`config.mk`:
```
export PLATFORM = sky130hd
export DESIGN_NAME = nand_sec_status
export DESIGN_NICKNAME = d
export VERILOG_FILES = /design/src/verilog/nand_sec_pkg.sv /design/src/verilog/nand_link_sampler.sv /design/src/verilog/nand_sec_status.sv
export SDC_FILE = /design/constraint.sdc
export NUM_CORES = 1
export LEC_CHECK = 0
export BUFFER_PORTS_ARGS = -buffer_cell sky130_fd_sc_hd__buf_4
export CORE_ASPECT_RATIO = 0.5
export CORE_MARGIN = 4
export CORE_UTILIZATION = 55
export CTS_CLUSTER_DIAMETER = 30
export DETAILED_ROUTE_END_ITERATION = 12
export PLACE_DENSITY_LB_ADDON = 0.15
export SYNTH_ARGS = -nofsm -noshare
export SYNTH_HDL_FRONTEND = slang
export SYNTH_SLANG_ARGS = --single-unit
export TNS_END_PERCENT = 1
```
`constraint.sdc`:
```
create_clock -name sys_clk_in -period 2.9 [get_ports sys_clk_in]
set_clock_uncertainty 0.1 [all_clocks]
set_input_delay 0.145 -clock sys_clk_in [delete_from_list [all_inputs] [get_ports sys_clk_in]]
set_output_delay 0.145 -clock sys_clk_in [all_outputs]
set_load 0.005 [all_outputs]
```
`src/verilog/nand_sec_pkg.sv`:
```
// Constants and types shared by the security and status logic of the serial NAND device
// Behaviour
// - Protect opcode takes three address bytes; row is the low 17 bits.
// - Row bits 11:8 pick one of twelve four-block groups, codes 0 to 11.
// - After program time the group is locked; status 0Ch on failure, 00h on success.
// - Mode 111, write enable, execute at row 0 disables protect for good.
// - Ten OTP pages of 2176 bytes exist and can never be erased.
// - Config data 50h or 40h enters OTP mode; array accesses go to OTP.
// - Query modes return all ones when disabled, all zeros when enabled.
// - Mode 110, write enable, execute at row 0 locks OTP programming.
// - Mode field: 000 normal, 010 OTP, 110 OTP lock, 111 protect disable.
// - Status is read at feature C0h and no feature write changes it.
// - Latch set by 06h, cleared by 04h or successful program or erase.
// - Cache-busy holds during random cache read; reset halts it.
// - ECC status clears on reset or read start, updates on read done.
// - Program-fail sets on failure or protected target, clears on execute or reset.
// - Erase-fail sets on failure or locked target, clears on erase start or reset.
// - Busy bit is high during every array operation, reset and power-up.
// - Reset returns the mode field to 000.
// - Protect is ignored unless write enable came immediately before it.
package nand_sec_pkg;
  // Opcodes
  localparam logic [7:0] OP_WRITE_ENABLE  = 8'h06;
  localparam logic [7:0] OP_WRITE_DISABLE = 8'h04;
  localparam logic [7:0] OP_SET_FEATURE   = 8'h1F;
  localparam logic [7:0] OP_GET_FEATURE   = 8'h0F;
  localparam logic [7:0] OP_PROTECT       = 8'h2C;
  localparam logic [7:0] OP_PROG_EXECUTE  = 8'h10;
  localparam logic [7:0] OP_PAGE_READ     = 8'h13;
  localparam logic [7:0] OP_CACHE_RANDOM  = 8'h30;
  localparam logic [7:0] OP_BLOCK_ERASE   = 8'hD8;
  localparam logic [7:0] OP_READ_CACHE    = 8'h03;
  localparam logic [7:0] OP_RESET         = 8'hFF;
  // Feature addresses
  localparam logic [7:0] FEAT_CONFIG = 8'hB0;
  localparam logic [7:0] FEAT_STATUS = 8'hC0;
  // Security mode field codes
  localparam logic [2:0] MODE_NORMAL       = 3'h0;
  localparam logic [2:0] MODE_OTP          = 3'h2;
  localparam logic [2:0] MODE_OTP_LOCK     = 3'h6;
  localparam logic [2:0] MODE_PERM_DISABLE = 3'h7;
  // Configuration byte positions
  localparam int CF_MODE2  = 7;
  localparam int CF_MODE1  = 6;
  localparam int CF_LOT    = 5;
  localparam int CF_ECC_EN = 4;
  localparam int CF_MODE0  = 1;
  localparam logic ECC_EN_RESET = 1'b1;
  // Byte counts that complete a command frame
  localparam logic [2:0] BYTES_SHORT   = 3'h1;
  localparam logic [2:0] BYTES_FEATURE = 3'h3;
  localparam logic [2:0] BYTES_ADDR    = 3'h4;
  localparam logic [2:0] BYTES_CACHE   = 3'h3;
  // Row layout
  localparam int ROW_BITS    = 17;
  localparam int BLOCK_LSB   = 6;
  localparam int GROUP_LSB   = 8;
  localparam int GROUP_COUNT = 12;
  localparam logic [3:0] GROUP_LAST  = 4'hB;
  localparam logic [10:0] PROT_BLOCK_LIMIT = 11'h030;
  localparam logic [7:0] OTP_FIRST = 8'h02;
  localparam logic [7:0] OTP_LAST  = 8'h0B;
  localparam int OTP_SLOTS = 12;
  localparam logic [7:0] QUERY_ENABLED  = 8'h00;
  localparam logic [7:0] QUERY_DISABLED = 8'hFF;
  // Timing
  localparam int CLK_PERIOD_NS    = 20;
  localparam int PROGRAM_TIME_NS  = 200000;
  localparam int READ_TIME_NS     = 80000;
  localparam int ERASE_TIME_NS    = 2000000;
  localparam int RESET_TIME_NS    = 5000;
  localparam int INIT_TIME_NS     = 10000;
  localparam int PROGRAM_CYCLES   = (PROGRAM_TIME_NS + CLK_PERIOD_NS - 1) / CLK_PERIOD_NS;
  localparam int READ_CYCLES      = (READ_TIME_NS + CLK_PERIOD_NS - 1) / CLK_PERIOD_NS;
  localparam int ERASE_CYCLES     = (ERASE_TIME_NS + CLK_PERIOD_NS - 1) / CLK_PERIOD_NS;
  localparam int RESET_CYCLES     = (RESET_TIME_NS + CLK_PERIOD_NS - 1) / CLK_PERIOD_NS;
  localparam int INIT_CYCLES      = (INIT_TIME_NS + CLK_PERIOD_NS - 1) / CLK_PERIOD_NS;
  localparam int TIMER_BITS       = 17;

  typedef enum logic [2:0] {
    OP_IDLE, OP_INIT, OP_PROGRAM, OP_PROTECTING, OP_ERASE, OP_READ, OP_RANDOM, OP_RESETTING
  } op_state_t;
endpackage

```
`src/verilog/nand_link_sampler.sv`:
```
// Synchroniser and edge finder for the serial link pins
`timescale 1ns/100ps
module nand_link_sampler (
  input  wire logic sys_clk_in,
  input  wire logic arst_n_in,
  input  wire logic ce_in,
  input  wire logic spi_clk_in,
  input  wire logic cs_n_in,
  input  wire logic si_in,
  output logic      sck_rise_out,
  output logic      sck_fall_out,
  output logic      selected_out,
  output logic      si_out
);
  logic [1:0] clk_sync;
  logic [1:0] cs_n_sync;
  logic [1:0] si_sync;
  logic       clk_last;

  // Two stages per pin; edges are found only from the second stage onward
  always_ff @(posedge sys_clk_in or negedge arst_n_in) begin
    if (!arst_n_in) begin
      clk_sync  <= 2'h0;
      cs_n_sync <= 2'h3;
      si_sync   <= 2'h0;
      clk_last  <= 1'b0;
    end else if (ce_in) begin
      clk_sync  <= {clk_sync[0], spi_clk_in};
      cs_n_sync <= {cs_n_sync[0], cs_n_in};
      si_sync   <= {si_sync[0], si_in};
      clk_last  <= clk_sync[1];
    end
  end

  assign sck_rise_out = ce_in & clk_sync[1] & ~clk_last;
  assign sck_fall_out = ce_in & ~clk_sync[1] & clk_last;
  assign selected_out = ~cs_n_sync[1];
  assign si_out       = si_sync[1];
endmodule // nand_link_sampler

```
`src/verilog/nand_sec_status.sv`:
```
// Command decoder, status register and permanent/OTP protection of the serial NAND device
`timescale 1ns/100ps
module nand_sec_status #(
  parameter int PROGRAM_CYCLES = nand_sec_pkg::PROGRAM_CYCLES,
  parameter int READ_CYCLES    = nand_sec_pkg::READ_CYCLES,
  parameter int ERASE_CYCLES   = nand_sec_pkg::ERASE_CYCLES,
  parameter int RESET_CYCLES   = nand_sec_pkg::RESET_CYCLES,
  parameter int INIT_CYCLES    = nand_sec_pkg::INIT_CYCLES
) (
  input  wire logic        sys_clk_in,
  input  wire logic        arst_n_in,
  input  wire logic        ce_in,
  input  wire logic        spi_clk_in,
  input  wire logic        cs_n_in,
  input  wire logic        si_in,
  output logic             so_out,
  output logic             so_oe_n_out,
  input  wire logic [2:0]  ecc_result_in,
  input  wire logic [7:0]  array_data_in,
  input  wire logic        array_fail_in,
  output logic             otp_area_out,
  output logic [16:0]      array_row_out
);
  localparam int TW = nand_sec_pkg::TIMER_BITS;

  initial begin
    if (PROGRAM_CYCLES < 1 || READ_CYCLES < 1 || ERASE_CYCLES < 1 || RESET_CYCLES < 1 || INIT_CYCLES < 1 ||
        PROGRAM_CYCLES >= 2**TW || READ_CYCLES >= 2**TW || ERASE_CYCLES >= 2**TW ||
        RESET_CYCLES >= 2**TW || INIT_CYCLES >= 2**TW)
      $error("nand_sec_status: cycle counts must lie between 1 and the timer range");
  end

  // Decide whether a row falls in a permanently protected group
  function automatic logic group_locked(input logic [16:0] row, input logic [11:0] groups);
    logic [10:0] blk;
    blk = row[16:nand_sec_pkg::BLOCK_LSB];
    group_locked = (blk < nand_sec_pkg::PROT_BLOCK_LIMIT) && groups[blk[5:2]];
  endfunction

  logic       sck_rise;
  logic       sck_fall;
  logic       sel;
  logic       si_s;
  logic       sel_q;
  logic [2:0] bit_cnt;
  logic [2:0] byte_cnt;
  logic [6:0] shift_in;
  logic [7:0] cmd;
  logic [23:0] addr;
  logic [7:0] feat_sel;
  logic [7:0] tx;
  logic       out_bit;
  logic       out_en;
  logic       wren_last;
  nand_sec_pkg::op_state_t op_state;
  logic [TW-1:0] timer;
  logic [2:0] op_mode;
  logic [16:0] op_row;
  logic       pend_fail;
  logic       write_enable_latch;
  logic       pfail;
  logic       efail;
  logic       cache_read_busy;
  logic [2:0] ecc;
  logic [2:0] mode;
  logic       ecc_en;
  logic       lot_en;
  logic [11:0] prot_groups;
  logic [11:0] otp_written;
  logic       otp_locked;
  logic       perm_dis;
  logic [7:0] cache_query;

  nand_link_sampler u_sampler (
    .sys_clk_in   (sys_clk_in),
    .arst_n_in    (arst_n_in),
    .ce_in        (ce_in),
    .spi_clk_in   (spi_clk_in),
    .cs_n_in      (cs_n_in),
    .si_in        (si_in),
    .sck_rise_out (sck_rise),
    .sck_fall_out (sck_fall),
    .selected_out (sel),
    .si_out       (si_s)
  );

  // Frame decoding
  wire [7:0]  new_byte  = {shift_in, si_s};
  wire        byte_done = sel & sck_rise & (bit_cnt == 3'h7);
  wire        cs_end    = ce_in & sel_q & ~sel;
  wire        idle      = (op_state == nand_sec_pkg::OP_IDLE);
  wire        busy      = ~idle;
  wire [16:0] row       = addr[16:0];  // Upper seven address bits are dummy
  wire        full_addr = (byte_cnt == nand_sec_pkg::BYTES_ADDR);
  wire        short_cmd = (byte_cnt == nand_sec_pkg::BYTES_SHORT);
  wire        done      = ce_in & busy & (timer == '0);

  // Commands take effect when chip select rises; only reset is honoured while busy
  wire ex_wren    = cs_end & idle & short_cmd & (cmd == nand_sec_pkg::OP_WRITE_ENABLE);
  wire ex_wrdi    = cs_end & idle & short_cmd & (cmd == nand_sec_pkg::OP_WRITE_DISABLE);
  wire ex_reset   = cs_end & short_cmd & (cmd == nand_sec_pkg::OP_RESET) &
                    (op_state != nand_sec_pkg::OP_RESETTING) & (op_state != nand_sec_pkg::OP_INIT);
  wire ex_setf    = cs_end & idle & (byte_cnt == nand_sec_pkg::BYTES_FEATURE) &
                    (cmd == nand_sec_pkg::OP_SET_FEATURE);
  wire ex_protect = cs_end & idle & full_addr & (cmd == nand_sec_pkg::OP_PROTECT) &
                    write_enable_latch & wren_last & ~perm_dis;
  wire ex_program = cs_end & idle & full_addr & (cmd == nand_sec_pkg::OP_PROG_EXECUTE) & write_enable_latch;
  wire ex_erase   = cs_end & idle & full_addr & (cmd == nand_sec_pkg::OP_BLOCK_ERASE) & write_enable_latch;
  wire ex_read    = cs_end & idle & full_addr & (cmd == nand_sec_pkg::OP_PAGE_READ);
  wire ex_random  = cs_end & idle & full_addr & (cmd == nand_sec_pkg::OP_CACHE_RANDOM);
  wire ex_config  = ex_setf & (addr[15:8] == nand_sec_pkg::FEAT_CONFIG);  // Writes to status are dropped
  wire any_start  = ex_protect | ex_program | ex_erase | ex_read | ex_random;

  // Outcome of each target check, taken when the command issues
  wire otp_page_ok = (row[16:8] == 9'h000) && (row[7:0] >= nand_sec_pkg::OTP_FIRST) &&
                     (row[7:0] <= nand_sec_pkg::OTP_LAST);
  wire otp_fail    = ~otp_page_ok | otp_locked | otp_written[row[3:0]];
  wire prog_fail   = (mode == nand_sec_pkg::MODE_NORMAL) ? group_locked(row, prot_groups) :
                     (mode == nand_sec_pkg::MODE_OTP) ? otp_fail :
                     (mode == nand_sec_pkg::MODE_OTP_LOCK || mode == nand_sec_pkg::MODE_PERM_DISABLE) ?
                     (row != 17'h00000) : 1'b1;
  wire prot_fail   = (row[11:nand_sec_pkg::GROUP_LSB] > nand_sec_pkg::GROUP_LAST);
  wire erase_fail  = (mode != nand_sec_pkg::MODE_NORMAL) | group_locked(row, prot_groups);  // OTP never erases
  wire next_fail   = ex_protect ? prot_fail : ex_program ? prog_fail : ex_erase ? erase_fail : 1'b0;

  wire [TW-1:0] next_load = (ex_program | ex_protect) ? TW'(PROGRAM_CYCLES) :
                            ex_erase ? TW'(ERASE_CYCLES) :
                            ex_reset ? TW'(RESET_CYCLES) : TW'(READ_CYCLES);

  wire [7:0] status_byte = {cache_read_busy, ecc, pfail, efail, write_enable_latch, busy};
  wire [7:0] config_byte = {mode[2], mode[1], lot_en, ecc_en, 2'h0, mode[0], 1'b0};
  wire [7:0] fsel        = (byte_cnt == 3'h1) ? new_byte : feat_sel;
  wire [7:0] feat_value  = (fsel == nand_sec_pkg::FEAT_STATUS) ? status_byte :
                           (fsel == nand_sec_pkg::FEAT_CONFIG) ? config_byte : 8'h00;
  wire       query_mode  = (mode == nand_sec_pkg::MODE_OTP_LOCK) | (mode == nand_sec_pkg::MODE_PERM_DISABLE);
  wire [7:0] cache_value = query_mode ? cache_query : array_data_in;
  wire       load_feat   = byte_done & (byte_cnt != 3'h0) & (cmd == nand_sec_pkg::OP_GET_FEATURE);
  wire       load_cache  = byte_done & (byte_cnt >= nand_sec_pkg::BYTES_CACHE) & (cmd == nand_sec_pkg::OP_READ_CACHE);
  wire       complete_ok = done & ~pend_fail & ~array_fail_in;
  wire       complete_bad = done & (pend_fail | array_fail_in);
  wire       is_prog     = (op_state == nand_sec_pkg::OP_PROGRAM);
  wire       is_prot     = (op_state == nand_sec_pkg::OP_PROTECTING);
  wire       is_erase    = (op_state == nand_sec_pkg::OP_ERASE);
  wire       ecc_load    = done & ~is_prog & ~is_prot & ~is_erase;

  // Serial receive: bit and byte counters, command and address capture
  always_ff @(posedge sys_clk_in or negedge arst_n_in) begin
    if (!arst_n_in) begin
      sel_q    <= 1'b0;
      bit_cnt  <= 3'h0;
      byte_cnt <= 3'h0;
      shift_in <= 7'h00;
      cmd      <= 8'h00;
      addr     <= 24'h000000;
      feat_sel <= 8'h00;
    end else if (ce_in) begin
      sel_q <= sel;
      if (!sel) begin
        bit_cnt  <= 3'h0;
        byte_cnt <= 3'h0;
      end else if (sck_rise) begin
        bit_cnt  <= bit_cnt + 3'h1;
        shift_in <= new_byte[6:0];
        if (bit_cnt == 3'h7) begin
          if (byte_cnt != 3'h7) byte_cnt <= byte_cnt + 3'h1;
          if (byte_cnt == 3'h0) cmd <= new_byte;
          if (byte_cnt == 3'h1) feat_sel <= new_byte;
          if (byte_cnt != 3'h0 && byte_cnt <= 3'h3) addr <= {addr[15:0], new_byte};
        end
      end
    end
  end

  // Serial transmit: bytes load on the rising edge, bits leave on the falling edge
  always_ff @(posedge sys_clk_in or negedge arst_n_in) begin
    if (!arst_n_in) begin
      tx      <= 8'hFF;
      out_bit <= 1'b1;
      out_en  <= 1'b0;
    end else if (ce_in) begin
      if (!sel) begin
        out_en <= 1'b0;
      end else if (load_feat | load_cache) begin
        tx     <= load_feat ? feat_value : cache_value;
        out_en <= 1'b1;
      end else if (sck_fall && out_en) begin
        out_bit <= tx[7];
        tx      <= {tx[6:0], 1'b1};
      end
    end
  end

  assign so_out      = out_bit;
  assign so_oe_n_out = ~(out_en & sel);

  // The write-enable must be the very last command before a protect
  always_ff @(posedge sys_clk_in or negedge arst_n_in) begin
    if (!arst_n_in) begin
      wren_last <= 1'b0;
    end else if (cs_end && byte_cnt != 3'h0) begin
      wren_last <= ex_wren;
    end
  end

  // Operation sequencer: a single countdown covers every busy period
  always_ff @(posedge sys_clk_in or negedge arst_n_in) begin
    if (!arst_n_in) begin
      op_state  <= nand_sec_pkg::OP_INIT;  // Power-up load counts as busy
      timer     <= TW'(INIT_CYCLES);
      op_mode   <= nand_sec_pkg::MODE_NORMAL;
      op_row    <= 17'h00000;
      pend_fail <= 1'b0;
    end else if (ce_in) begin
      if (ex_reset) begin
        op_state <= nand_sec_pkg::OP_RESETTING;  // Halts a running cache read
        timer    <= next_load;
        op_row   <= 17'h00000;
      end else if (any_start) begin
        op_state  <= ex_protect ? nand_sec_pkg::OP_PROTECTING : ex_program ? nand_sec_pkg::OP_PROGRAM :
                     ex_erase ? nand_sec_pkg::OP_ERASE : ex_read ? nand_sec_pkg::OP_READ : nand_sec_pkg::OP_RANDOM;
        timer     <= next_load;
        op_mode   <= mode;
        op_row    <= row;
        pend_fail <= next_fail;
      end else if (done) begin
        op_state <= nand_sec_pkg::OP_IDLE;
      end else if (busy) begin
        timer <= timer - TW'(1);
      end
    end
  end

  // Status flags; a set in the same cycle as a clear wins, except ecc, where a reset clear beats the load at a read end
  always_ff @(posedge sys_clk_in or negedge arst_n_in) begin
    if (!arst_n_in) begin
      write_enable_latch   <= 1'b0;
      pfail <= 1'b0;
      efail <= 1'b0;
      cache_read_busy <= 1'b0;
      ecc   <= 3'h0;
    end else if (ce_in) begin
      if (ex_wrdi || (complete_ok && (is_prog || is_prot || is_erase)) || (complete_bad && is_prot))
        write_enable_latch <= 1'b0;
      if (ex_wren) write_enable_latch <= 1'b1;
      if (ex_program || ex_reset) pfail <= 1'b0;
      if (complete_bad && (is_prog || is_prot)) pfail <= 1'b1;
      if (ex_erase || ex_reset) efail <= 1'b0;
      if (complete_bad && (is_erase || is_prot)) efail <= 1'b1;  // Protect failure reads 0Ch
      if (ex_random) cache_read_busy <= 1'b1;
      else if (ex_reset || done) cache_read_busy <= 1'b0;
      if (ex_reset || ex_read || ex_random) ecc <= 3'h0;
      else if (ecc_load) ecc <= ecc_en ? ecc_result_in : 3'h0;  // Reset and power-up load block 0 page 0
    end
  end

  // Feature configuration; only the mode field and otp_area_out are cleared by a reset command
  always_ff @(posedge sys_clk_in or negedge arst_n_in) begin
    if (!arst_n_in) begin
      mode         <= nand_sec_pkg::MODE_NORMAL;
      ecc_en       <= nand_sec_pkg::ECC_EN_RESET;
      lot_en       <= 1'b0;
      otp_area_out <= 1'b0;
    end else if (ce_in) begin
      if (ex_reset) begin
        mode         <= nand_sec_pkg::MODE_NORMAL;
        otp_area_out <= 1'b0;
      end else if (ex_config) begin
        mode   <= {addr[nand_sec_pkg::CF_MODE2], addr[nand_sec_pkg::CF_MODE1], addr[nand_sec_pkg::CF_MODE0]};
        ecc_en <= addr[nand_sec_pkg::CF_ECC_EN];
        lot_en <= addr[nand_sec_pkg::CF_LOT] | lot_en;  // Lock tight stays until power is removed
        otp_area_out <= ({addr[nand_sec_pkg::CF_MODE2], addr[nand_sec_pkg::CF_MODE1],
                          addr[nand_sec_pkg::CF_MODE0]} == nand_sec_pkg::MODE_OTP);
      end
    end
  end

  // Nonvolatile protection state; only the power-on reset stands in for factory state
  always_ff @(posedge sys_clk_in or negedge arst_n_in) begin
    if (!arst_n_in) begin
      prot_groups <= 12'h000;
      otp_written <= 12'h000;
      otp_locked  <= 1'b0;
      perm_dis    <= 1'b0;
    end else if (complete_ok) begin
      if (is_prot)
        prot_groups[op_row[11:nand_sec_pkg::GROUP_LSB]] <= 1'b1;
      if (is_prog && op_mode == nand_sec_pkg::MODE_OTP)
        otp_written[op_row[3:0]] <= 1'b1;
      if (is_prog && op_mode == nand_sec_pkg::MODE_OTP_LOCK)
        otp_locked <= 1'b1;
      if (is_prog && op_mode == nand_sec_pkg::MODE_PERM_DISABLE)
        perm_dis <= 1'b1;
    end
  end

  // Query result placed in the cache by a page read in a lock-bit mode
  always_ff @(posedge sys_clk_in or negedge arst_n_in) begin
    if (!arst_n_in) begin
      cache_query   <= nand_sec_pkg::QUERY_DISABLED;
      array_row_out <= 17'h00000;
    end else if (ce_in) begin
      array_row_out <= op_row;  // Array accesses follow otp_area_out while in OTP mode
      if (done && op_state == nand_sec_pkg::OP_READ) begin
        if (op_mode == nand_sec_pkg::MODE_OTP_LOCK)
          cache_query <= otp_locked ? nand_sec_pkg::QUERY_ENABLED : nand_sec_pkg::QUERY_DISABLED;
        else if (op_mode == nand_sec_pkg::MODE_PERM_DISABLE)
          cache_query <= perm_dis ? nand_sec_pkg::QUERY_ENABLED : nand_sec_pkg::QUERY_DISABLED;
      end
    end
  end
endmodule // nand_sec_status
```
* Yosys cells after proc, flatten, opt, wreduce, memory -nomap -nowiden
Index checks and enable logic that the tools add are counted.
** Storage, ports and cells
- Register bits after elaboration :: 170
** Cells by class
- Bitwise operators :: 70
- Magnitude comparators :: 12
- Multiplexer cells :: 64
- Eq/ne operators :: 34
- Reduce and logical (&&, ||, !) cells :: 74
- Add/subtract/negate cells :: 3
** Operators by type and width (number)
- 17-bit 2-to-1 mux :: 8
- 8-bit 2-to-1 mux :: 11
- 3-bit 2-to-1 mux :: 16
- 1-bit bitwise AND :: 43
- 8-bit equality test, second input constant :: 5
- 2-bit AND reduction :: 14
- 2-bit nonzero test :: 13
- 3-bit equality test, second input constant :: 8
- 8-bit by 5-bit equality test with 1-bit output, second input constant :: 3
- 12-bit OR :: 2
- 1-bit 2-to-1 mux :: 22
- 4-bit by 5-bit less-than comparator with 1-bit output, second input constant :: 4
- 3-bit by 2-bit equality test with 1-bit output, second input constant :: 6
- 3-bit AND reduction :: 6
- 17-bit zero test :: 1
- 17-bit nonzero test :: 1
- 17-bit by 1-bit subtractor with 17-bit output, second input constant :: 1
- 8-bit by 3-bit equality test with 1-bit output, second input constant :: 2
- 8-bit by 6-bit equality test with 1-bit output, second input constant :: 2
- 1-bit logical AND :: 16
- 1-bit inverter :: 14
- 12-bit 2-to-1 mux :: 1
- 4-bit AND reduction :: 3
- 1-bit logical OR :: 11
- 21 further kinds :: 44

* Logic depth before layout (Yosys ltp)
Gate-level depths: netlist (run 1).
- Word-level depth :: 14
- Mapped depth :: 11

* Hierarchy
Synthesis (run 1) repeated with hierarchy kept, for this count alone.
** Unflattened totals
- Cells, all modules :: 719
- Area total of the unflattened synthesis :: 7811.2 um^2
** By module, submodules not included
- nand_sec_status :: cells each 701, sequential area each 3876.2 um^2, area an instance 7493.4 um^2, times used 1
- nand_link_sampler :: cells each 18, sequential area each 177.7 um^2, area an instance 317.8 um^2, times used 1

* Least setup slack after synthesis (run 1)
No wires, ideal clock.
- Path kind :: reg-to-reg
- Start :: reg byte_cnt[1]
- End :: reg op_state[1]
- Data arrival time :: 2214 ps
- Path buffers :: 3
- Cell stages (with the launch flop) :: 12
- Path slack :: 459 ps
- Data required time :: 2673 ps
- Cell sequence :: dfrtp_1 > inv_1 > ha_1 > nor2b_1 > clkbuf_1 > nand2_1 > or3_1 > buf_2 > and3_4 > buf_6 > nand2_1 > mux2_1
** On the way
- Word-level cells in the longest chain between the ends :: 12
- Elaborated cells on any way between the ends :: 29
- Those cells by class :: 2 x eq/ne; 6 x mux; 19 x bitwise; 2 x reduce/logical
** Ends and longest elaborated chain
- from (decl) :: line nand_sec_status.sv:46 : logic [2:0] byte_cnt;
- from (signal assigned) :: line nand_sec_status.sv:165 : if (byte_cnt != 3'h7) byte_cnt <= byte_cnt + 3'h1;
- 3-bit equality test :: line nand_sec_status.sv:94 : wire full_addr = (byte_cnt == nand_sec_pkg::BYTES_ADDR);
- 1-bit bitwise AND
- 1-bit bitwise AND (2 in a row) :: line nand_sec_status.sv:105 : wire ex_protect = cs_end & idle & full_addr & (cmd == nand_sec_pkg::OP_PROTECT) &
- 1-bit bitwise AND (2 in a row) :: line nand_sec_status.sv:106 : write_enable_latch & wren_last & ~perm_dis;
- 1-bit OR (4 in a row) :: line nand_sec_status.sv:112 : wire any_start = ex_protect | ex_program | ex_erase | ex_read | ex_random;
- 3-bit nonzero test (no line) or 3-bit 2-to-1 mux (tied branches)
- 2-bit AND reduction (no line) or 3-bit 2-to-1 mux (tied branches)
- to (signal assigned) :: line nand_sec_status.sv:208 : op_state <= nand_sec_pkg::OP_INIT;
- to (signal assigned) :: line nand_sec_status.sv:215 : op_state <= nand_sec_pkg::OP_RESETTING;
- to (signal assigned) :: line nand_sec_status.sv:219 : op_state <= ex_protect ? nand_sec_pkg::OP_PROTECTING : ex_program ? nand_sec_pkg::OP_PROGRAM :
- to (decl) :: line nand_sec_status.sv:55 : nand_sec_pkg::op_state_t op_state;
Several ways; a longest one is shown, not always the timed one.
A chain may end at the register's enable or synchronous reset.

* Worst setup path after layout (run 1)
- Start :: reg op_state[1]
- End :: reg op_state[1]
** On the way
- Word-level cells in the longest chain between the ends :: 13
- Elaborated cells on any way between the ends :: 32
- Those cells by class :: 2 x eq/ne; 6 x mux; 21 x bitwise; 3 x reduce/logical
** Ends and longest elaborated chain
- 3-bit zero test :: line nand_sec_status.sv:91 : wire idle = (op_state == nand_sec_pkg::OP_IDLE);
- 1-bit bitwise AND (2 in a row)
- 1-bit bitwise AND (2 in a row) :: line nand_sec_status.sv:105
- 1-bit bitwise AND (2 in a row) :: line nand_sec_status.sv:106
- 1-bit OR (4 in a row) :: line nand_sec_status.sv:112
- 3-bit nonzero test (no line) or 3-bit 2-to-1 mux (tied branches)
- 2-bit AND reduction (no line) or 3-bit 2-to-1 mux (tied branches)
Several ways; a longest one is shown, not always the timed one.

==> results of run 1 <==
==> worst max-delay path: cells and delay by family (launching register included) <==
| kind | cells | cell delay, ns |
|---|---|---|
| multiplexers | 1 | 0.33 |
| AND/OR/NAND/NOR | 4 | 1.36 |
| flip-flops | 1 | 0.45 |
| AO/OA/AOI/OAI | 1 | 0.32 |
==> layout by cell type (no fill, tap or decap), types with 6 or more instances in the layout <==
master         count
dfstp_2           20
nor2_1            37
nand4_1            7
dfrtp_1          141
nand2_1           59
buf_4             47
or3_1              6
nor4_1            17
o21ai_0           23
a21oi_1           26
nand3_1           26
mux2i_1           12
mux2_2            70
a22o_1            24
and2_1             9
nand2b_1           9
a41o_1             7
inv_6              6
a22oi_1            9
dlygate4sd3_1      7
a31o_2             9
clkbuf_16         17
ha_1               9
nor2b_1           12
a21o_1            11
or4_1              7
nor3_1            14
inv_1             13
==> power by group <==
group	leakage, nW	switching, mW	internal (mW)
logic	1.79	0.377	0.289
clock network	0.274	1.05	1.15
registers	2.14	0.175	2.38
==> flip-flops by register name, summed over array words and instances (netlist names), 2 cells and up <==
signal	cells
byte_cnt	3
otp_written	10
ecc	3
cmd	8
op_row	17
shift_in	7
u_sampler.clk_sync	2
u_sampler.si_sync	2
mode	3
tx	8
op_state	3
array_row_out	17
bit_cnt	3
u_sampler.cs_n_sync	2
feat_sel	8
timer	17
prot_groups	12
addr	17
op_mode	3
==> final cells by class <==
class | instances | area share, %
Multi-Input combinational cell | 490 | 39.47
Timing Repair Buffer | 57 | 5.327
Clock buffer | 18 | 4.821
Sequential cell | 161 | 45.54
Inverter | 13 | 0.5481
Clock inverter | 14 | 1.602
Tap cell | 192 | 2.699
==> kinds of logic after synthesis <==
kind of cell | count (synthesis)
buffers and inverters | 42
multiplexers | 85
adder cells (fa/ha/maj) | 9
XOR/XNOR | 7
flip-flops | 161
AND/OR/NAND/NOR | 232
AO/OA/AOI/OAI | 157
==> worst max path at each step <==
stage,endpoint
2_1_floorplan,op_state[1]$_DFFE_PN0P_
3_3_place_gp,op_row[7]$_DFFE_PN0P_
3_5_place_dp,op_row[15]$_DFFE_PN0P_
4_1_cts,op_row[9]$_DFFE_PN0P_
5_1_grt,op_state[1]$_DFFE_PN0P_
6_report,op_state[1]$_DFFE_PN0P_
==> layer usage <==
| metal | vias to the layer above | GRT usage [%] |
|---|---|---|
| met4 | 0 | 6.680 |
| met1 | 2887 | 37.46 |
| li1 | 2691 | - |
| met3 | 27 | 6.219 |
| met2 | 200 | 32.73 |
| met5 | - | 0 |
==> metrics by stage <==
stage | setup WS, ns | utilization, % | std cells
floorplan | 0.4588 | - | 693
global placement | 0.2432 | 60.44 | 906
detailed placement | 0.2407 | 60.44 | 906
CTS | 0.2098 | 65.14 | 945
global route | 0.05225 | 65.16 | 945
finish | 0.2296 | 65.16 | 945
==> repair_timing <==
item / 4_1_cts / 5_1_grt
endpoints found under the setup margin: 0 / 17
endpoints found under the hold margin: 82 / 0
hold buffers: 7 / 0
resized for setup: 0 / 1
==> metrics, run 1 <==
status complete, no violations; first drt pass iteration count 5; mux cell area share after synthesis 12.45%; Iteration-0 DRC Markers 505; Arr. time, crit path 2.88 ns; PD cells 607.8 mW/mm^2; GRT overflow 0; clk sinks 161; area share of the largest cell type after synthesis 45.54%; # IOs 38; layout cell share with drive strength beyond 1 25.90%; Critical Path Max Stage Delay 0.46 ns; Synth Register Bits around 160; final worst path period share ~92%; peak supply drop 382.6 uV; Initial Utilization 56.70%; cells on worst reg2reg path 6; TritonCTS buffer count 17; worst reg2reg startpoint op_state[1]$_DFFE_PN0P_; Avg Synthesized Cell Area roughly 11 sq um; Final Instance Area 0.008902 sq mm; pin count of the biggest net entering global routing 89; std cell rows 30; fillers about 1,100; Slew HR 45.42%; Setup crit start op_state[1]$_DFFE_PN0P_; maximum clock frequency 374.5 MHz; Layout area overhead 14.91%; clk buf depth 2; Worst Hold Class input port to flip-flop; synth top area cells dfrtp_1 46%, mux2_2 10%, dfstp_2 6.8%; RSZ-0062 raised after global routing no; Worst-path clk slew 0.07 ns; Max Slew Vio Count 0; cells after synthesis 693; CP Class flip-flop to flip-flop; total power 5.411 mW; measured slew at the worst slew-check pin between 0.8 and 0.9 ns; DR top layer met4; Total Routing Usage GR 23.95%; DRC 0; Slowest cell on crit path or3_4; Post-synth EDFFs 0; fin nets 767; CP Data Required Time ~3.1 ns; Worst Hold Path Cells 4; Clock Latency Late Sink 0.43 ns; I/O Buffers 37; Met3 Routed Length 1.364 mm; Post-DP HPWL around 13 mm; post-synthesis simple-gate area fraction 16.00%; Routed Wire Length 18.35 mm; diode count 0; Pleak 4.203 nW; Max Cap Viol 0; die area 0.01616 sq mm; H-tree levels 4; CTS tree done; placed cell areas slightly above 0.008 sq mm; most frequent cells after synthesis 141 x dfrtp_1, 70 x mux2_2, 60 x nand2_1, 37 x nor2_1; crit path cell chain or3_4 > nor3_1 > o21ai_1 > and3_4 > nand2_1 > mux2_1; Storage cell area ~0.0041 sq mm; RD Place Congestion 0.9353; largest family of logic cells by synthesized area simple AND/OR/NAND/NOR gates; Die W roughly 180 microns; vias in the first global route 5,685; setup bufs post-CTS 0; Setup crit end kind flip-flop; final setup vio count 0; Worst Setup Start Kind flip-flop; met2 wire len 7.538 mm; ys async rst share 100.0%; XOR/XNOR Fraction of Synth Area 0.7913%; Core ar. 0.01366 sq mm; Fin Setup TNS 0 ns; count leader, synth dfrtp_1; Post-Syn Area 0.007747 sq mm; Synth Flop Type dfrtp_1; Final Hold Viols 0; Mapped Nets a little over 700; reg2reg end op_state[1]$_DFFE_PN0P_; WHS Endpoint ecc[1]$_DFFE_PN0P_; first-pass GRT wire length ~30 mm; wl on met1 about 9.2 mm; fin crit period about 2.7 ns; Reg2Reg Setup Slack ~0.23 ns; Yosys top cell by area dfrtp_1; WHS 0.02686 ns; Hold Path Origin ecc_result_in[1]; vias per inst 6.143; CTS root buf clkbuf_16; post-synthesis compound-gate area fraction between 10% and 20%; footprint of the multi-input gates roughly 0.0035 sq mm; Seq/Total Area, Yosys roughly 52%; routed len/inst 19.41 microns; Synth Area in Adders 1.453%; die height 91.93 microns; Distinct cells, synth 71; total number of vias 5,805; Max FO, Critical Path 19; Final ANT Viol Nets 0; Syn. warnings 0; initial antenna violation count 0
(Power assumes the default switching activity.)
==> run 2: changes to the inputs <==
Settings changed: CORE_ASPECT_RATIO 0.5 to 0.6, CORE_UTILIZATION 55 to 30.
==> run 2 against run 1 <==
Effect of this change:
- global-route usage shrank 8.7 points
- total power grew 3.3%
- worst setup slack gained 0.029 ns
- register-to-register slack gained 0.03 ns
- sequential power is essentially flat
- worst hold slack gained 0.014 ns
==> metrics, run 2 (synthesis results as in run 1) <==
status complete, no violations; Slowest cell on crit path dfrtp_1; H-tree levels 4 (unchanged); DRC 0 (unchanged); PD cells 609.3 mW/mm^2 (+0.26%); vias in the first global route 5,766 (+1.4%); Core ar. 0.02534 sq mm (+85%); critical path's top delay family simple AND/OR/NAND/NOR gates; Worst Setup Start Kind flip-flop; Worst Hold Class input port to flip-flop; # IOs 38 (unchanged); Worst-path clk slew 0.07 ns (about the same); routed len/inst 19.55 microns (+0.70%); Routed Wire Length 21.33 mm (+16%); Initial Utilization 30.58% (-26 points); total number of vias 5,874 (+1.2%); GRT overflow 0 (unchanged); critical path endpoint op_row[3]$_DFFE_PN0P_; Reg2Reg Setup Slack 0.26 ns (+0.03 ns); fillers 2,470 (+130%); clk sinks 161 (unchanged); I/O Buffers 37 (unchanged); critical path depth in cells 6 (unchanged); pin count of the biggest net entering global routing 82 (-7.9%); Final Hold Viols 0 (unchanged); fin nets 776 (+1.2%); reg2reg end op_row[3]$_DFFE_PN0P_; Final Non-Filler Cells 1,091 (+15%); maximum clock frequency 378.6 MHz (+1.1%); fin crit period 2.641 ns (-0.02910 ns); CTS tree done; CP Class flip-flop to flip-flop; diode count 0 (unchanged); first drt pass iteration count 5 (unchanged); WP buf/inv 0 (unchanged); measured slew at the worst slew-check pin 0.8054 ns (-0.01335 ns); Slew HR 46.31% (+0.89 points); vias per inst 5.384 (-12%); crit path cell chain or3b_1 > nor4_2 > o21ai_2 > and2_1 > nand2_1 > o21ai_0; cells on worst reg2reg path 6 (unchanged); Max Slew Vio Count 0 (unchanged); final worst path period share 91.08% (-1.0 points); Max Cap Viol 0 (unchanged); peak supply drop 313.2 uV (-18%); Setup crit end kind flip-flop; std cell rows 45 (+50%); Total Routing Usage GR 15.26% (-8.7 points); initial antenna violation count 0 (unchanged); most frequent cells in the layout 141 x dfrtp_1, 70 x mux2_2, 60 x nand2_1; Setup crit start cmd[0]$_DFFE_PN0P_; Pleak 4.261 nW (+1.4%); RD Place Congestion 0.8508 (-9.0%); Post-DP HPWL 15.52 mm (+22%); first-pass GRT wire length 33.76 mm (+10%); worst reg2reg startpoint cmd[0]$_DFFE_PN0P_; clk buf depth 2 (unchanged); setup bufs post-CTS 0 (unchanged); WHS 0.04053 ns (+0.01367 ns); TritonCTS buffer count 17 (unchanged); Final Util 36.19% (-29 points); Post-Place Cells 1,051 (+16%); Arr. time, crit path 2.85 ns (-0.03 ns); RSZ-0062 raised after global routing no; final setup vio count 0 (unchanged); CTS root buf clkbuf_16; most common cell after layout, fill and taps aside dfrtp_1; die area 0.02854 sq mm (+77%); Critical Path Max Stage Delay 0.47 ns (about the same); CP Data Required Time 3.10 ns (about the same); Die W 215.5 microns (+23%); die height 132.5 microns (+44%); Iteration-0 DRC Markers 452 (-10%); Max FO, Critical Path 8 (-11); Layout area overhead 18.35%; Fin Setup TNS 0 ns (unchanged); layout cell share with drive strength beyond 1 26.64% (+0.74 points); Clock Latency Late Sink 0.45 ns (+0.02 ns); Final ANT Viol Nets 0 (unchanged)
run 2: cell count changes in the layout (fill, tap and decap cells not counted), sizes merged:
cell / change
bufinv: +2
dlygate4sd3: +1
clkinvlp: +1
buf: +8
inv: -3
clkinv: -2
clkbuf: +2
run 2: power by group:
group / leakage, nW / switching [mW] / internal [mW]
Sequential: 2.14 / 0.177 / 2.38
Clock: 0.294 / 0.990 / 1.36
Combinational: 1.82 / 0.391 / 0.292
Total: 4.26 / 1.56 / 4.03
run 2: cell type report:
class,count,area [sq um],area share (%)
inverter,13,48.80,0.5322
clock buffer,20,466.7,5.090
sequential,161,4054,44.21
timing repair buffer,66,531.8,5.800
clock inverter,12,145.1,1.583
tap,329,411.6,4.490
multi-input combinational,490,3511,38.29
run 2: what timing repair did:
item | CTS | global route
endpoints found under the hold margin | 84 | 0
gates resized for setup | 0 | 0
hold buffers | 8 | 0
run 2: per-stage QoR:
step	power [mW]	instance area (sq um)	setup WS, ns
2_1_floorplan	2.997	7747	0.4588
3_3_place_gp	3.264	8477	0.4255
3_5_place_dp	3.268	8477	0.3753
4_1_cts	5.659	9169	0.3497
5_1_grt	5.835	9169	0.1428
6_report	5.587	9169	0.2587
run 2: worst min-delay path by stage:
| stage | start | to | slack, ns | cells past startpoint |
|---|---|---|---|---|
| after global routing | array_data_in[2] | tx[2]$_DFFE_PN1P_ | 0.07 | 5 |
| after floorplan | arst_n_in | addr[0]$_DFFE_PN0P_ | -0.25 | 0 |
| after detailed placement | arst_n_in | ecc[2]$_DFFE_PN0P_ | 0.14 | 1 |
| after global placement | arst_n_in | ecc[2]$_DFFE_PN0P_ | 0.13 | 1 |
| after CTS | array_data_in[2] | tx[2]$_DFFE_PN1P_ | 0.01 | 5 |
| final | array_data_in[2] | tx[2]$_DFFE_PN1P_ | 0.04 | 5 |
run 2: tightest hold or removal path, delay by kind of cell:
family,cells,cell delay [ns]
buffers and inverters,1,0.11
AOI/OAI and AO/OA,4,0.31
run 2: metal layers:
layer	GRT usage, %	part of all wire [%]
met1	24.45	54
met2	19.82	39
met3	4.384	5.3
met4	3.575	1.1
met5	0	0
==> run 3: changes to the inputs <==
==> constraint.sdc (replaced) <==
create_clock -name sys_clk_in -period 2.9 [get_ports sys_clk_in]
set_clock_uncertainty 0.1 [all_clocks]
set_input_delay 0.58 -clock sys_clk_in [delete_from_list [all_inputs] [get_ports sys_clk_in]]
set_output_delay 0.58 -clock sys_clk_in [all_outputs]
set_load 0.005 [all_outputs]
==> run 3 against run 2 <==
Effect of this change:
- sequential share of layout area rose by 0.57 points
- final cell count shrank 0.92%
- critical endpoint is now prot_groups[7]$_DFFE_PN0P_
- first-iteration DRC count is 21% higher
- die area unchanged
- critical path type unchanged
- largest cell class unchanged
==> metrics, run 3 (synthesis results as in run 1) <==
status complete, no violations; maximum clock frequency 380.9 MHz (+0.62%); total number of vias 5,836 (-0.65%); first-pass GRT wire length 34.12 mm (+1.1%); diode count 0 (unchanged); die area 0.02854 sq mm (unchanged); first drt pass iteration count 5 (unchanged); TritonCTS buffer count 17 (unchanged); RD Place Congestion 0.8550 (+0.49%); # hold bufs at CTS 0 (-8); measured slew at the worst slew-check pin 0.7002 ns (-0.1052 ns); fin nets 766 (-1.3%); Power Internal 3.953 mW (-1.9%); Critical Path Max Stage Delay 0.47 ns (about the same); Sw Ratio 28.24% (+0.35 points); peak supply drop 231.4 uV (-26%); Psw 1.555 mW (-0.18%); Final Instance Area 0.009051 sq mm (-1.3%); DRC 0 (unchanged); CTS tree done; vias per inst 5.399 (+0.27%); Initial Utilization 30.58% (unchanged); pin count of the biggest net entering global routing 70 (-15%); Post-DP HPWL 15.54 mm (about the same); Met3 Routed Length 1.324 mm (+17%); Pleak 4.202 nW (-1.4%); Post-CTS Resized 0 (unchanged); routed len/inst 19.45 microns (-0.53%); # IOs 38 (unchanged); combinational share of power 12.3% (about the same); sequential share of power 46.3% (+0.5 points); setup bufs post-CTS 0 (unchanged); Max Cap Viol 0 (unchanged); wl on met1 11.27 mm (-2.4%); clk sinks 161 (unchanged); most frequent cells in the layout 141 x dfrtp_1, 70 x mux2_2, 60 x nand2_1; Core ar. 0.02534 sq mm (unchanged); I/O Buffers 37 (unchanged); H-tree levels 4 (unchanged); die height 132.5 microns (unchanged); clock power share 41.4% (-0.6 points); Worst Hold Class input port to asynchronous set/reset pin; clk buf depth 2 (unchanged); DR top layer met4; Fin Setup TNS 0 ns (unchanged); Worst Setup Start Kind flip-flop; Setup crit end kind flip-flop; Layout area overhead 16.83%; Final Non-Filler Cells 1,081 (-0.92%); Slew HR 53.32% (+7.0 points); met2 wire len 8.203 mm (-2.6%); layout cell share with drive strength beyond 1 26.60% (-0.045 points); Post-Place Cells 1,049 (-0.19%); cell repeated most along the worst path nand3_1; crit path cell chain nor4_1 > nand3_1 > nor3_1 > nand3_1 > nor3b_1 > a31o_2; Reg2Reg Setup Slack 0.27 ns (+0.02 ns); Max FO, Critical Path 6 (-2); Slowest cell on crit path nor4_1; Arr. time, crit path 2.90 ns (+0.05 ns); Iteration-0 DRC Markers 548 (+21%); critical path's top delay family simple AND/OR/NAND/NOR gates; Total Routing Usage GR 15.32% (+0.060 points); CTS root buf clkbuf_16; CP Data Required Time 3.18 ns (+0.08 ns); RSZ-0062 raised after global routing no; Routed Wire Length 21.02 mm (-1.4%); final setup vio count 0 (unchanged); vias in the first global route 6,015 (+4.3%); initial antenna violation count 1 (+1); PD cells 608.5 mW/mm^2 (-0.13%); std cell rows 45 (unchanged); final worst path period share 90.52% (-0.56 points); Worst-path clk slew 0.07 ns (about the same); most common cell after layout, fill and taps aside dfrtp_1; Clock Latency Late Sink 0.44 ns (about the same); CP Class flip-flop to flip-flop; fin crit period 2.625 ns (-0.01625 ns); Final Hold Viols 0 (unchanged); Max Slew Vio Count 0 (unchanged); Die W 215.5 microns (unchanged); placed cell areas 0.008462 sq mm (-0.18%); Final ANT Viol Nets 0 (unchanged); GRT overflow 0 (unchanged); WP buf/inv 0 (unchanged)
## run 3: power groups by stage
| stage | Combinational (mW) | Sequential [mW] | Clock (mW) |
|---|---|---|---|
| 4_1_cts | 0.677 | 2.55 | 2.34 |
| 6_report | 0.679 | 2.55 | 2.28 |
| 2_1_floorplan | 0.478 | 2.52 | 0 |
| 3_5_place_dp | 0.673 | 2.59 | 0 |
| 5_1_grt | 0.775 | 2.57 | 2.43 |
| 3_3_place_gp | 0.661 | 2.59 | 0 |
## run 3: final timing paths
kind,start,depth (start not counted),endpoint
worst max-delay path,timer[9]$_DFFE_PN0P_,6,prot_groups[7]$_DFFE_PN0P_
worst min-delay path,arst_n_in,1,out_en$_DFFE_PN0P_
worst max register to register,timer[9]$_DFFE_PN0P_,6,prot_groups[7]$_DFFE_PN0P_
worst min register to register,prot_groups[4]$_DFFE_PN0P_,1,prot_groups[4]$_DFFE_PN0P_
max in group asynchronous,arst_n_in,2,addr[12]$_DFFE_PN0P_
min in group sys_clk_in,spi_clk_in,2,u_sampler.clk_sync[0]$_DFFE_PN0P_
## run 3: per-layer routing
layer	track usage, %	up-vias
met1	24.24	2956
met3	4.407	17
met5	0	-
met4	3.432	0
li1	-	2702
met2	20.35	161
## run 3: worst reg2reg max path, stage by stage, from the launching register on
cell	delay, ns
dfrtp_1	0.44
nor4_1	0.48
nand3_1	0.25
nor3_1	0.39
nand3_1	0.23
nor3b_1	0.46
a31o_2	0.22
## run 3: final cells by class
type	instances	area [sq um]
Tap cell	329	411.6
Clock inverter	13	152.6
Inverter	13	48.80
Fill cell	2506	16290
Multi-Input combinational cell	490	3515
Timing Repair Buffer	56	436.7
Clock buffer	19	432.9
Sequential cell	161	4054
## run 3: per-stage QoR
step / hold WS (ns) / setup slack [ns] / power, mW / utilization [%]
after floorplan: 0.1844 / 0.4588 / 2.997 / -
after global placement: 0.3414 / 0.2731 / 3.246 / 33.40
after detailed placement: 0.3436 / 0.2021 / 3.262 / 33.40
after CTS: 0.08312 / 0.2974 / 5.568 / 35.71
after global routing: 0.1014 / 0.03270 / 5.781 / 35.72
final: 0.03847 / 0.2749 / 5.508 / 35.72
